[src/hdl/dpakw_cfg.svh]
`ifndef DPAKW_CFG_SVH
`define DPAKW_CFG_SVH
// register byte offsets
`define DPAKW_OFF_A_LATCH    12'h000
`define DPAKW_OFF_A_DIR      12'h004
`define DPAKW_OFF_A_INEN     12'h008
`define DPAKW_OFF_A_WAKE     12'h00c
`define DPAKW_OFF_B_LATCH    12'h010
`define DPAKW_OFF_B_DIR      12'h014
`define DPAKW_OFF_B_INEN     12'h018
// reset values
`define DPAKW_RST_LATCH      8'h00
`define DPAKW_RST_DIR        8'h00
`define DPAKW_RST_INEN       8'hff
`define DPAKW_RST_WAKE       8'h00
// ahb encodings
`define DPAKW_HTRANS_NONSEQ  2'h2
`define DPAKW_HTRANS_SEQ     2'h3
`define DPAKW_ADDR_BITS      12
`endif

[src/hdl/dpakw_pkg.sv]
package dpakw_pkg;
   // register selector decoded from the bus address
   typedef enum logic [7:0] {
      DPAKW_SEL_NONE    = 8'h01,
      DPAKW_SEL_A_LATCH = 8'h02,
      DPAKW_SEL_A_DIR   = 8'h04,
      DPAKW_SEL_A_INEN  = 8'h08,
      DPAKW_SEL_A_WAKE  = 8'h10,
      DPAKW_SEL_B_LATCH = 8'h20,
      DPAKW_SEL_B_DIR   = 8'h40,
      DPAKW_SEL_B_INEN  = 8'h80
   } dpakw_sel_t;
endpackage

[src/hdl/dpakw_io.sv]
`timescale 1ns/1ps
`default_nettype none
`include "dpakw_cfg.svh"

// Function
// - two ports of eight pins, each pin's direction chosen on its own
// - reset clears direction and latches, sets input enables, all pins inputs
// - direction bit 1 makes the pin an output
// - analog: input enable 0 cuts the pin's digital input path
// - data read gives latch contents for output-direction bits
// - input-direction read gives pin level if enabled, else zero
// - read-modify-write puts sampled pin levels into input-bit latches
// - second port has analog only, no wakeup enable
module dpakw_io
   import dpakw_pkg::*;
#(
   parameter int WIDTH = 8
) (
   input  wire logic        clk_in,
   input  wire logic        rstn_in,
   input  wire logic        hsel_in,
   input  wire logic [31:0] haddr_in,
   input  wire logic [1:0]  htrans_in,
   input  wire logic        hwrite_in,
   input  wire logic [2:0]  hsize_in,
   input  wire logic [31:0] hwdata_in,
   input  wire logic        hready_in,
   output logic      [31:0] hrdata_out,
   output logic             hreadyout_out,
   output logic             hresp_out,
   input  wire logic [7:0]  port_a_pin_in,
   input  wire logic [7:0]  port_b_pin_in,
   output logic      [7:0]  port_a_pin_out,
   output logic      [7:0]  port_a_pin_oe_out,
   output logic      [7:0]  port_b_pin_out,
   output logic      [7:0]  port_b_pin_oe_out,
   output logic      [7:0]  port_a_digital_en_out,
   output logic      [7:0]  port_b_digital_en_out,
   output logic      [7:0]  key_wakeup_enable_out
);

   // ----------------------------------------------------------------
   // elaboration check
   // ----------------------------------------------------------------
   if (WIDTH != 8) begin : g_bad_width
      $error("dpakw_io supports only 8-bit ports");
   end

   // ----------------------------------------------------------------
   // helpers
   // ----------------------------------------------------------------
   // address decode, used for the data phase selector
   function automatic dpakw_sel_t decode(input logic [`DPAKW_ADDR_BITS-1:0] a);
      case (a)
         `DPAKW_OFF_A_LATCH: decode = DPAKW_SEL_A_LATCH;
         `DPAKW_OFF_A_DIR:   decode = DPAKW_SEL_A_DIR;
         `DPAKW_OFF_A_INEN:  decode = DPAKW_SEL_A_INEN;
         `DPAKW_OFF_A_WAKE:  decode = DPAKW_SEL_A_WAKE;
         `DPAKW_OFF_B_LATCH: decode = DPAKW_SEL_B_LATCH;
         `DPAKW_OFF_B_DIR:   decode = DPAKW_SEL_B_DIR;
         `DPAKW_OFF_B_INEN:  decode = DPAKW_SEL_B_INEN;
         default:            decode = DPAKW_SEL_NONE;
      endcase
   endfunction

   // per-bit data read: latch for outputs, gated pin for inputs
   function automatic logic [7:0] data_view(input logic [7:0] latch, input logic [7:0] dir,
                                            input logic [7:0] inen, input logic [7:0] pin);
      data_view = (dir & latch) | (~dir & inen & pin);
   endfunction

   // ----------------------------------------------------------------
   // state
   // ----------------------------------------------------------------
   logic [7:0] port_a_output_latch;
   logic [7:0] port_a_direction;
   logic [7:0] port_a_input_enable;
   logic [7:0] key_wakeup_enable;
   logic [7:0] port_b_output_latch;
   logic [7:0] port_b_direction;
   logic [7:0] port_b_input_enable;
   dpakw_sel_t wr_sel;
   logic       wr_pend;
   logic [31:0] hrdata;
   logic [7:0] port_a_digital_en;
   logic [7:0] port_b_digital_en;
   logic [7:0] next_port_a_digital_en;
   logic [7:0] next_port_b_digital_en;

   logic [7:0] next_port_a_output_latch;
   logic [7:0] next_port_a_direction;
   logic [7:0] next_port_a_input_enable;
   logic [7:0] next_key_wakeup_enable;
   logic [7:0] next_port_b_output_latch;
   logic [7:0] next_port_b_direction;
   logic [7:0] next_port_b_input_enable;
   dpakw_sel_t next_wr_sel;
   logic       next_wr_pend;
   logic [31:0] next_hrdata;
   logic       addr_valid;
   dpakw_sel_t addr_sel;

   assign addr_valid = hsel_in && hready_in &&
                       (htrans_in == `DPAKW_HTRANS_NONSEQ || htrans_in == `DPAKW_HTRANS_SEQ);
   assign addr_sel   = decode(haddr_in[`DPAKW_ADDR_BITS-1:0]);

   // ----------------------------------------------------------------
   // bus and register next values
   // ----------------------------------------------------------------
   // address phase captures target; data phase writes; reads are registered
   always_comb begin
      next_port_a_output_latch = port_a_output_latch;
      next_port_a_direction    = port_a_direction;
      next_port_a_input_enable = port_a_input_enable;
      next_key_wakeup_enable   = key_wakeup_enable;
      next_port_b_output_latch = port_b_output_latch;
      next_port_b_direction    = port_b_direction;
      next_port_b_input_enable = port_b_input_enable;
      next_wr_pend             = 1'b0;
      next_wr_sel              = DPAKW_SEL_NONE;
      next_hrdata              = hrdata;
      if (wr_pend) begin
         // a full byte write stores the whole latch; a read-modify-write thus
         // carries sampled pin levels into input-mode latches
         case (wr_sel)
            DPAKW_SEL_A_LATCH: next_port_a_output_latch = hwdata_in[7:0];
            DPAKW_SEL_A_DIR:   next_port_a_direction    = hwdata_in[7:0];
            DPAKW_SEL_A_INEN:  next_port_a_input_enable = hwdata_in[7:0];
            DPAKW_SEL_A_WAKE:  next_key_wakeup_enable   = hwdata_in[7:0];
            DPAKW_SEL_B_LATCH: next_port_b_output_latch = hwdata_in[7:0];
            DPAKW_SEL_B_DIR:   next_port_b_direction    = hwdata_in[7:0];
            DPAKW_SEL_B_INEN:  next_port_b_input_enable = hwdata_in[7:0];
            default: begin
            end
         endcase
      end
      if (addr_valid && hwrite_in) begin
         next_wr_pend = 1'b1;
         next_wr_sel  = addr_sel;
      end else if (addr_valid) begin
         case (addr_sel)
            DPAKW_SEL_A_LATCH: next_hrdata = {24'h000000,
               data_view(port_a_output_latch, port_a_direction, port_a_input_enable, port_a_pin_in)};
            DPAKW_SEL_A_DIR:   next_hrdata = {24'h000000, port_a_direction};
            DPAKW_SEL_A_INEN:  next_hrdata = {24'h000000, port_a_input_enable};
            DPAKW_SEL_A_WAKE:  next_hrdata = {24'h000000, key_wakeup_enable};
            DPAKW_SEL_B_LATCH: next_hrdata = {24'h000000,
               data_view(port_b_output_latch, port_b_direction, port_b_input_enable, port_b_pin_in)};
            DPAKW_SEL_B_DIR:   next_hrdata = {24'h000000, port_b_direction};
            DPAKW_SEL_B_INEN:  next_hrdata = {24'h000000, port_b_input_enable};
            default:           next_hrdata = 32'h00000000;
         endcase
      end
      // digital input path open only for inputs with enable set, taken from next values
      next_port_a_digital_en = ~next_port_a_direction & next_port_a_input_enable;
      next_port_b_digital_en = ~next_port_b_direction & next_port_b_input_enable;
   end

   // register update
   always_ff @(posedge clk_in or negedge rstn_in) begin
      if (!rstn_in) begin
         port_a_output_latch <= `DPAKW_RST_LATCH;
         port_a_direction    <= `DPAKW_RST_DIR;
         port_a_input_enable <= `DPAKW_RST_INEN;
         key_wakeup_enable   <= `DPAKW_RST_WAKE;
         port_b_output_latch <= `DPAKW_RST_LATCH;
         port_b_direction    <= `DPAKW_RST_DIR;
         port_b_input_enable <= `DPAKW_RST_INEN;
         wr_pend             <= 1'b0;
         wr_sel              <= DPAKW_SEL_NONE;
         hrdata              <= 32'h00000000;
         port_a_digital_en   <= ~`DPAKW_RST_DIR & `DPAKW_RST_INEN;
         port_b_digital_en   <= ~`DPAKW_RST_DIR & `DPAKW_RST_INEN;
      end else begin
         port_a_output_latch <= next_port_a_output_latch;
         port_a_direction    <= next_port_a_direction;
         port_a_input_enable <= next_port_a_input_enable;
         key_wakeup_enable   <= next_key_wakeup_enable;
         port_b_output_latch <= next_port_b_output_latch;
         port_b_direction    <= next_port_b_direction;
         port_b_input_enable <= next_port_b_input_enable;
         wr_pend             <= next_wr_pend;
         wr_sel              <= next_wr_sel;
         hrdata              <= next_hrdata;
         port_a_digital_en   <= next_port_a_digital_en;
         port_b_digital_en   <= next_port_b_digital_en;
      end
   end

   // ----------------------------------------------------------------
   // outputs, from flip-flops except the tied-off hreadyout and hresp
   // ----------------------------------------------------------------
   assign hrdata_out            = hrdata;
   assign hreadyout_out         = 1'b1; // zero wait states
   assign hresp_out             = 1'b0;
   assign port_a_pin_out        = port_a_output_latch;
   assign port_a_pin_oe_out     = port_a_direction;
   assign port_b_pin_out        = port_b_output_latch;
   assign port_b_pin_oe_out     = port_b_direction;
   // digital path enables, registered
   assign port_a_digital_en_out = port_a_digital_en;
   assign port_b_digital_en_out = port_b_digital_en;
   assign key_wakeup_enable_out = key_wakeup_enable;
endmodule // dpakw_io
`default_nettype wire

[config.mk]
export PLATFORM = sky130hd
export DESIGN_NAME = dpakw_io
export DESIGN_NICKNAME = d
export VERILOG_FILES = /design/src/hdl/dpakw_pkg.sv /design/src/hdl/dpakw_io.sv
export VERILOG_INCLUDE_DIRS = /design/src /design/src/hdl
export SDC_FILE = /design/constraint.sdc
export NUM_CORES = 1
export LEC_CHECK = 0
export ABC_AREA = 1
export BUFFER_PORTS_ARGS = -buffer_cell sky130_fd_sc_hd__buf_4
export CAP_MARGIN = 25
export CORE_ASPECT_RATIO = 0.8
export CORE_MARGIN = 1
export CORE_UTILIZATION = 48
export CTS_CLUSTER_SIZE = 30
export DETAILED_ROUTE_END_ITERATION = 12
export MAX_ROUTING_LAYER = met4
export PLACE_DENSITY = 0.81
export SLEW_MARGIN = 5
export SYNTH_ARGS = -nofsm -noshare
export SYNTH_HDL_FRONTEND = slang
export SYNTH_SLANG_ARGS = --single-unit
[constraint.sdc]
create_clock -name clk_in -period 2 [get_ports clk_in]
set_input_delay 0.1 -clock clk_in [delete_from_list [all_inputs] [get_ports clk_in]]
set_output_delay 0.1 -clock clk_in [all_outputs]
set_load 0.05 [all_outputs]
==> results of run 1 <==
==> tightest hold or removal path: stages <==
cell and delay, ns:
buf_4 0.09, o21ai_0 0.10, inv_1 0.06
==> area by class of cell <==
type | instances | area share, %
Clock inverter | 4 | 1.72
Tap cell | 112 | 2.54
Multi-Input combinational cell | 392 | 31.0
Sequential cell | 89 | 41.0
Clock buffer | 12 | 4.28
Timing Repair Buffer | 115 | 15.9
Inverter | 52 | 3.53
==> synthesized netlist by cell type, drive strengths merged (3+ instances only) <==
| cell | count |
|---|---|
| nand2 | 153 |
| nor2 | 80 |
| o21ai | 58 |
| dfrtp | 56 |
| nand3 | 55 |
| inv | 50 |
| buf | 36 |
| dfstp | 33 |
| a22oi | 5 |
| nand3b | 5 |
| nand4 | 4 |
| nor3 | 3 |
==> placed cells by master, fill, tap and decap left out, types with 5 or more instances in the layout <==
cell       instances
nor2_1            78
o21ai_0           50
a22oi_1            5
dfstp_2           33
buf_4            113
inv_1             50
nand2_1          152
clkbuf_16          9
dfrtp_1           56
nand3b_1           5
o21ai_1            8
conb_1            26
nand3_1           54
==> sequential cells by signal, indices dropped and copies added, names as in the netlist <==
| register | cells |
|---|---|
| wr_pend | 1 |
| key_wakeup_enable_out | 8 |
| port_a_input_enable | 8 |
| port_b_input_enable | 8 |
| port_b_pin_oe_out | 8 |
| port_a_digital_en_out | 8 |
| port_b_pin_out | 8 |
| port_a_pin_out | 8 |
| port_a_pin_oe_out | 8 |
| hrdata_out | 8 |
| port_b_digital_en_out | 8 |
| wr_sel | 8 |
==> per-layer routing <==
| layer | wire [um] | up-vias | track usage, % |
|---|---|---|---|
| li1 | - | 1913 | - |
| met1 | 5240 | 1925 | 39.6 |
| met2 | 5240 | 225 | 38.4 |
| met3 | 1090 | 14 | 5.31 |
| met4 | 144 | 0 | 6.39 |
| met5 | 0 | - | - |
==> cells by family after synthesis <==
| kind of cell | synth area share (%) |
|---|---|
| compound gates | 7.63 |
| buf+inv | 10.7 |
| flops | 52.0 |
| other cells | 0.172 |
| simple gates | 29.4 |
==> final timing paths <==
path | end | start | depth (start not counted)
worst min-delay path | port_a_input_enable[0]$_DFF_PN1_ | hwdata_in[0] | 3
worst min register to register | hrdata_out[2]$_DFFE_PN0P_ | hrdata_out[2]$_DFFE_PN0P_ | 2
worst max-delay path | port_a_pin_out[2]$_DFFE_PN0P_ | wr_sel[4]$_DFF_PN0_ | 5
max in group asynchronous | port_a_input_enable[4]$_DFF_PN1_ | rstn_in | 3
min in group asynchronous | port_b_pin_out[7]$_DFFE_PN0P_ | rstn_in | 2
worst max register to register | port_a_pin_out[2]$_DFFE_PN0P_ | wr_sel[4]$_DFF_PN0_ | 5
==> repair_timing <==
action,in CTS,in global routing
endpoints found under the hold margin,32,0
hold buffers,1,0
endpoints found under the setup margin,0,0
gates resized for setup,0,0
==> stage by stage <==
step | hold WS, ns | util, % | worst slack [ns]
finish | 0.0330 | 64.0 | 0.225
global route | 0.0438 | 64.0 | 0.109
CTS | 0.0290 | 64.0 | 0.266
detailed placement | 0.136 | 60.1 | 0.277
global placement | 0.127 | 60.1 | 0.392
floorplan | -0.196 | - | 0.546
==> where the power goes <==
group	total, uW	internal [uW]	leakage [uW]	switching, uW
clock	1900	1220	0.000161	684
combinational	266	63.9	0.00188	202
sequential	1810	1800	0.000914	1.04
total	3980	3090	0.00296	887
==> impl_metrics.json, run 1 <==
{
  "outcome": "completed",
  "synthCells": 547,
  "insertion_delay_ns": 0.34,
  "clk_pin_slew_worst_paths_ns": 0.06,
  "fmax_mhz": 563,
  "stdcell_area_um2": 5530,
  "ys_warn_count": 0,
  "num-nets-final": 749,
  "rsz0062_at_grt": "no",
  "wire_per_inst_um": 15.1,
  "io_buffers": 105,
  "htree_num_levels": 3,
  "synth_top_cell_area_share_pct": 32.1,
  "fp-row-count": 30,
  "min_period_over_period_pct": 88.8,
  "drive_gt1_share_pct": 25.3,
  "path_buf_inv": 0,
  "ys_types": 28,
  "cts_buffers": 9,
  "fillCellCount": 701,
  "grt_pass1_vias": 3731,
  "critPathMaxFanout": 16,
  "multi_input_area_um2": 1710,
  "grt-ovfl-total": 0,
  "setup_viol_count_final": 0,
  "wl_um": 11700,
  "start_util_pct": 50.5,
  "ff2ff_setup_slack_ns": 0.22,
  "diodes": 0,
  "drv_slew": 0,
  "dpl_cell_area_um2": 5190,
  "postCtsSetupBuffers": 0,
  "start_kind": "flop",
  "regArea_um2": 2270,
  "cellLeakagePower_uw": 0.00296,
  "hold_path.class": "in2reg",
  "boundaryPins": 180,
  "vias": 4077,
  "max_slew_margin_pct": 60.9,
  "grt_antenna_before_repair": 0,
  "die_w_um": 109,
  "slowest_delay_ns": 0.41,
  "syn_avg_cell_area_um2": 7.97,
  "critPathArrivalTime_ns": 2.02,
  "fin_skew_ns": 0.00703,
  "track_usage_pct": 27.0,
  "tightest_slew_ns": 0.587,
  "cts_root_buffer": "clkbuf_16",
  "worst_ep_required_time_ns": 2.24,
  "core-area_um2": 8630,
  "cts_tree": "built",
  "drt_iter0_markers": 309,
  "synth-async-reset-ratio_pct": 100,
  "clock_path_buffers": 2,
  "fp.dieH_um": 87.2,
  "worst-setup-path-type": "reg2reg",
  "yosysSeqAreaShare_pct": 52.0,
  "vdd_drop_max_mv": 0.469,
  "instances_no_fill": 776,
  "power.total_uw": 3980,
  "path_delay_family": "simple AND/OR/NAND/NOR gates",
  "dieArea_um2": 9470,
  "crit_chain": "nor2_2, nand3_1, nor3_2, nand4_2, o21ai_0",
  "synth_top_cells_by_area": "dfrtp_1 32%, dfstp_2 20%, nand2_1 13%",
  "firstDrtPassIters": 5,
  "grt_pass1_wl_um": 18500,
  "ys_ff_latch": 89,
  "cts.sinks": 89,
  "avgViaCountPerCell": 5.25,
  "end_kind": "flop",
  "cp_slowest_cell": "dfrtp_1",
  "place_inst": 759,
  "antenna_left": 0,
  "min_period_ns": 1.78,
  "yosys.area.top_type": "dfrtp_1",
  "synth_flop_cell": "dfrtp_1",
  "gp_congestion": 0.894,
  "synth-edff-count": 0,
  "drc": 0,
  "setup_tns_ns": 0,
  "syn-cell-area_um2": 4360,
  "area_delta_synth_final_pct": 26.8,
  "hpwlAfterDp_um": 8480,
  "finalHoldViolations": 0,
  "max_cap_viol_count": 0,
  "power_density_nw_per_um2": 719,
  "grt_start_max_net_pins": 47
}
(Power assumes the default switching activity.)
==> run 2: changes to the inputs <==
--- a/config.mk
+++ b/config.mk
@@ -6,14 +6,15 @@
 export SDC_FILE = /design/constraint.sdc
 export NUM_CORES = 1
 export LEC_CHECK = 0
-export ABC_AREA = 1
 export BUFFER_PORTS_ARGS = -buffer_cell sky130_fd_sc_hd__buf_4
 export CAP_MARGIN = 25
 export CORE_ASPECT_RATIO = 0.8
 export CORE_MARGIN = 1
 export CORE_UTILIZATION = 48
+export CTS_CLUSTER_DIAMETER = 80
 export CTS_CLUSTER_SIZE = 30
 export DETAILED_ROUTE_END_ITERATION = 12
+export HOLD_SLACK_MARGIN = 0.06
 export MAX_ROUTING_LAYER = met4
 export PLACE_DENSITY = 0.81
 export SLEW_MARGIN = 5
==> impl_metrics.json, run 2 <==
{
  "gp_congestion": 0.893,
  "post-route-util_pct": 64.1,
  "drive_gt1_share_pct": 48.7,
  "vias": 3476,
  "yosysSeqAreaShare_pct": 53.3,
  "synth_compound_area_share_pct": 10.1,
  "synth_top_cells_by_area": "dfrtp_1 33%, dfstp_2 20%, mux2_2 15%",
  "cts.sinks": 89,
  "vdd_drop_max_mv": 0.474,
  "final_common_cell": "buf_4",
  "wl_um": 11800,
  "wire_per_inst_um": 19.4,
  "worst-setup-path-type": "in2reg",
  "outcome": "completed",
  "max_cap_viol_count": 0,
  "power_frac_seq_pct": 49.6,
  "drv_slew": 0,
  "synth_flop_cell": "dfrtp_1",
  "min_period_over_period_pct": 98.7,
  "p_int_uw": 2720,
  "start_kind": "input port",
  "diodes": 0,
  "num-nets-final": 582,
  "grt_start_max_net_pins": 41,
  "ys_warn_count": 0,
  "clock_path_buffers": 2,
  "htree_num_levels": 3,
  "fin_skew_ns": 0.0105,
  "power_frac_comb_pct": 18.8,
  "fp-row-count": 30,
  "synth-edff-count": 0,
  "synth_top_cell_area_share_pct": 32.9,
  "synthAdderAreaFrac_pct": 0,
  "yosys.area.top_type": "dfrtp_1",
  "core-area_um2": 8560,
  "syn-cell-area_um2": 4260,
  "p_clk_share_pct": 31.6,
  "dieArea_um2": 9250,
  "critPathMaxFanout": 6,
  "hpwlAfterDp_um": 8590,
  "synth_common_cells": "58 x mux2_2, 56 x dfrtp_1, 33 x dfstp_2, 26 x buf_4, 25 x nor2b_1",
  "synth_top_family_by_area": "multiplexers",
  "cts_root_buffer": "clkbuf_8",
  "setup_tns_ns": 0,
  "drc": 0,
  "hold_path.class": "in2reg",
  "avgViaCountPerCell": 5.71,
  "drt_iter0_markers": 228,
  "critPathArrivalTime_ns": 2.26,
  "synthCells": 359,
  "synth-xor-area-share_pct": 0,
  "setup_viol_count_final": 0,
  "syn_avg_cell_area_um2": 11.9,
  "clk_pin_slew_worst_paths_ns": 0.09,
  "track_usage_pct": 28.0,
  "die_w_um": 107,
  "switching_share_pct": 31.2,
  "synth.most_common_cell": "mux2_2",
  "cts_tree": "built",
  "synth-async-reset-ratio_pct": 100,
  "tightest_slew_ns": 0.565,
  "cellLeakagePower_uw": 0.00240,
  "synthMuxAreaShare_pct": 15.3,
  "grt_antenna_before_repair": 0,
  "grt_pass1_vias": 3514,
  "grt_pass1_wl_um": 18600,
  "ys_ff_latch": 89,
  "finalHoldViolations": 0,
  "rsz0062_at_grt": "no",
  "insertion_delay_ns": 0.38,
  "fp.dieH_um": 86.2,
  "ys_types": 51,
  "start_util_pct": 49.7,
  "cts_buffers": 9,
  "boundaryPins": 180,
  "end_kind": "flop",
  "layout_common_cells": "126 x buf_4, 58 x mux2_2, 56 x dfrtp_1",
  "p_switching_uw": 1230,
  "worst_ep_required_time_ns": 2.29,
  "area_delta_synth_final_pct": 28.8,
  "max_slew_margin_pct": 62.0,
  "postCtsSetupBuffers": 0,
  "grt-ovfl-total": 0,
  "fmax_mhz": 506,
  "antenna_left": 0,
  "firstDrtPassIters": 7,
  "io_buffers": 105,
  "min_period_ns": 1.97,
  "power_density_nw_per_um2": 721,
  "synthSimpleGateAreaFrac_pct": 14.6
}
-- run 2: cell types whose count changed after synthesis, moves of 40 or more --
| cell | delta |
|---|---|
| o21ai_0 | -40 |
| mux2_2 | +58 |
| inv_1 | -46 |
| nor2_1 | -62 |
| nand3_1 | -48 |
| nand2_1 | -133 |
-- run 2: metal layers --
| metal | GRT usage (%) | vias to the layer above | share of wire, % |
|---|---|---|---|
| li1 | - | 1535 | - |
| met1 | 37.2 | 1725 | 42 |
| met2 | 43.9 | 194 | 48 |
| met3 | 5.26 | 22 | 8.3 |
| met4 | 8.97 | 0 | 2.1 |
| met5 | - | - | 0 |
-- run 2: final timing paths --
path / start / to / slack (ns) / depth (start not counted)
max: haddr_in[4] / hrdata_out[6]$_DFFE_PN0P_ / 0.03 / 7
min: haddr_in[0] / wr_sel[3]$_DFF_PN0_ / 0.06 / 4
max reg2reg: wr_sel[6]$_DFF_PN0_ / port_b_pin_out[6]$_DFFE_PN0P_ / 0.09 / 4
min reg2reg: hrdata_out[6]$_DFFE_PN0P_ / hrdata_out[6]$_DFFE_PN0P_ / 0.52 / 2
max in group asynchronous: rstn_in / port_b_digital_en_out[1]$_DFF_PN1_ / 1.02 / 3
min in group asynchronous: rstn_in / port_b_pin_out[0]$_DFFE_PN0P_ / 0.22 / 2
-- run 2: power groups by stage --
stage	sequential, uW	combinational (uW)	clock, uW
global placement	1990	712	0
global route	1970	784	1330
floorplan	2190	289	0
finish	1960	744	1250
CTS	1960	745	1250
detailed placement	1990	724	0
-- run 2: stage by stage --
step	total power [uW]	std cells	instance area, um^2	worst slack, ns	hold slack [ns]
4_1_cts	3950	609	5480	0.0362	0.0651
3_3_place_gp	2700	582	5170	0.0990	0.0924
6_report	3950	609	5480	0.0255	0.0645
2_1_floorplan	2470	383	4350	0.234	-0.196
3_5_place_dp	2720	582	5170	0.0664	0.0997
5_1_grt	4080	609	5480	0.0124	0.0847
-- run 2: layout make-up --
cell class                 instances  area, um^2
fill                             694        3080
timing repair buffer             137        1060
clock inverter                     6        67.6
tap                              112         140
inverter                           4        15.0
multi-input combinational        251        1810
clock buffer                      10         128
sequential                        89        2270
-- run 2: worst max-delay path, cell delays in order --
cell and delay, ns:
dlygate4sd3_1 0.55, buf_4 0.15, or4_1 0.62, a2111oi_0 0.42, a221o_1 0.19, a21oi_1 0.04, o21ai_0 0.18
-- run 2: cell families (layout without fill, tap and decap cells) --
kind of cell / Yosys count / in the layout
multiplexers: 58 / 58
flip-flops: 89 / 89
other: 2 / 26
buffers and inverters: 43 / 157
AND/OR/NAND/NOR: 107 / 107
AO/OA/AOI/OAI: 60 / 60
-- run 2: repair_timing --
action,4_1_cts,5_1_grt
hold buffers,11,0
hold endpoints to repair,111,0
setup endpoints to repair,0,9
resized for setup,0,2
==> run 3: changes to the inputs <==
--- a/config.mk
+++ b/config.mk
@@ -17,6 +17,7 @@
 export HOLD_SLACK_MARGIN = 0.06
 export MAX_ROUTING_LAYER = met4
 export PLACE_DENSITY = 0.81
+export SETUP_SLACK_MARGIN = 0.15
 export SLEW_MARGIN = 5
 export SYNTH_ARGS = -nofsm -noshare
 export SYNTH_HDL_FRONTEND = slang
==> impl_metrics.json, run 3 (synthesis results as in run 2) <==
{
  "cts_tree": "built",
  "finalHoldViolations": 0,
  "grtUsageMet2_pct": 44.2,
  "clk_pin_slew_worst_paths_ns": 0.09,
  "drive_gt1_share_pct": 49.6,
  "grt-ovfl-total": 0,
  "grt_pass1_vias": 3500,
  "fillCellCount": 691,
  "met3_usage_pct": 5.49,
  "layout_setup_ws_ns": 0.140,
  "start_util_pct": 49.7,
  "clock_path_buffers": 2,
  "critPathMaxFanout": 8,
  "cts_buffers": 9,
  "wl_um": 12200,
  "setup_viol_count_final": 0,
  "drv_slew": 0,
  "hold_ws_ns": 0.0680,
  "hold_path.class": "in2reg",
  "cts.sinks": 89,
  "diodes": 0,
  "max_cap_viol_count": 0,
  "gp_congestion": 0.893,
  "firstDrtPassIters": 5,
  "vdd_drop_max_mv": 0.480,
  "start_kind": "flop",
  "dieArea_um2": 9250,
  "critPathArrivalTime_ns": 2.18,
  "cellLeakagePower_uw": 0.00245,
  "min_period_over_period_pct": 93.0,
  "tightest_slew_ns": 0.571,
  "vias": 3546,
  "drc": 0,
  "met1_usage_pct": 37.0,
  "core-area_um2": 8560,
  "busiest_layer": "met2",
  "power.total_uw": 3970,
  "insertion_delay_ns": 0.38,
  "hpwlAfterDp_um": 8590,
  "fp-row-count": 30,
  "cts_root_buffer": "clkbuf_8",
  "layout_common_cells": "126 x buf_4, 56 x dfrtp_1, 54 x mux2_2",
  "power_density_nw_per_um2": 716,
  "num-nets-final": 583,
  "antenna_left": 0,
  "worst_ep_required_time_ns": 2.32,
  "track_usage_pct": 28.0,
  "outcome": "completed",
  "worst-setup-path-type": "reg2reg",
  "die_w_um": 107,
  "wire_per_inst_um": 19.9,
  "htree_num_levels": 3,
  "grt_pass1_wl_um": 18600,
  "drt_iter0_markers": 301,
  "grt_start_max_net_pins": 41,
  "fmax_mhz": 538,
  "max_slew_margin_pct": 61.7,
  "final_common_cell": "buf_4",
  "setup_tns_ns": 0,
  "area_delta_synth_final_pct": 30.2,
  "dp_slack_ns": 0.0664,
  "fp.dieH_um": 86.2,
  "boundaryPins": 180,
  "rsz0062_at_grt": "yes",
  "min_period_ns": 1.86,
  "avgViaCountPerCell": 5.81,
  "end_kind": "flop",
  "fin_skew_ns": 0.0138,
  "grt_antenna_before_repair": 0,
  "io_buffers": 105
}
run 3: final timing paths:
check                      depth (start not counted)  slack (ns)                       from                                 end
setup / recovery                                   5        0.14        wr_sel[6]$_DFF_PN0_  port_a_digital_en_out[2]$_DFF_PN1_
hold / removal                                     4        0.07                haddr_in[0]                 wr_sel[7]$_DFF_PN0_
setup reg to reg                                   5        0.14        wr_sel[6]$_DFF_PN0_  port_a_digital_en_out[2]$_DFF_PN1_
hold reg to reg                                    2        0.51  hrdata_out[6]$_DFFE_PN0P_           hrdata_out[6]$_DFFE_PN0P_
max in group asynchronous                          3        1.02                    rstn_in  port_b_digital_en_out[1]$_DFF_PN1_
min in group asynchronous                          2        0.22                    rstn_in       port_b_pin_out[0]$_DFFE_PN0P_
run 3: report_power, final:
| group | leakage (uW) | internal (uW) | switching [uW] | total, uW |
|---|---|---|---|---|
| Sequential | 0.00104 | 1900 | 61.9 | 1960 |
| Clock | 0.0000929 | 582 | 669 | 1250 |
| Combinational | 0.00132 | 247 | 511 | 758 |
| Total | 0.00245 | 2730 | 1240 | 3970 |
run 3: through the flow:
step	std cells	util (%)	instance area (um^2)
5_1_grt	610	64.8	5540
2_1_floorplan	383	-	4350
4_1_cts	609	64.1	5480
3_3_place_gp	582	60.4	5170
6_report	610	64.8	5540
3_5_place_dp	582	60.4	5170
run 3: layout make-up:
type                    instances  area (um^2)  area share, %
repair buffers                138         1070           19.3
multi-input cells             251         1860           33.5
inverters                       4         15.0          0.271
clock buffers                  10          128           2.30
flip-flops and latches         89         2270           40.9
well taps                     112          140           2.53
clock inverters                 6         67.6           1.22
run 3: critical path: stages, from the launching register on:
cell and delay, ns:
dfrtp_1 0.41, nor3b_2 0.25, nand3_1 0.13, or3b_4 0.53
mux2_4 0.35, nor2b_4 0.13
run 3: per-layer routing:
layer	share of wire, %	wire [um]	up-vias
met4	2.0	238	0
li1	-	-	1532
met1	43	5170	1777
met2	48	5850	213
met5	0	0	-
met3	7.4	902	24
run 3: timing repair:
action | in CTS | in global routing
pin swaps | 2 | 3
hold buffers | 11 | 0
buffers inserted | 0 | 1
setup endpoints to repair | 16 | 26
hold endpoints to repair | 111 | 0
resized for setup | 2 | 15
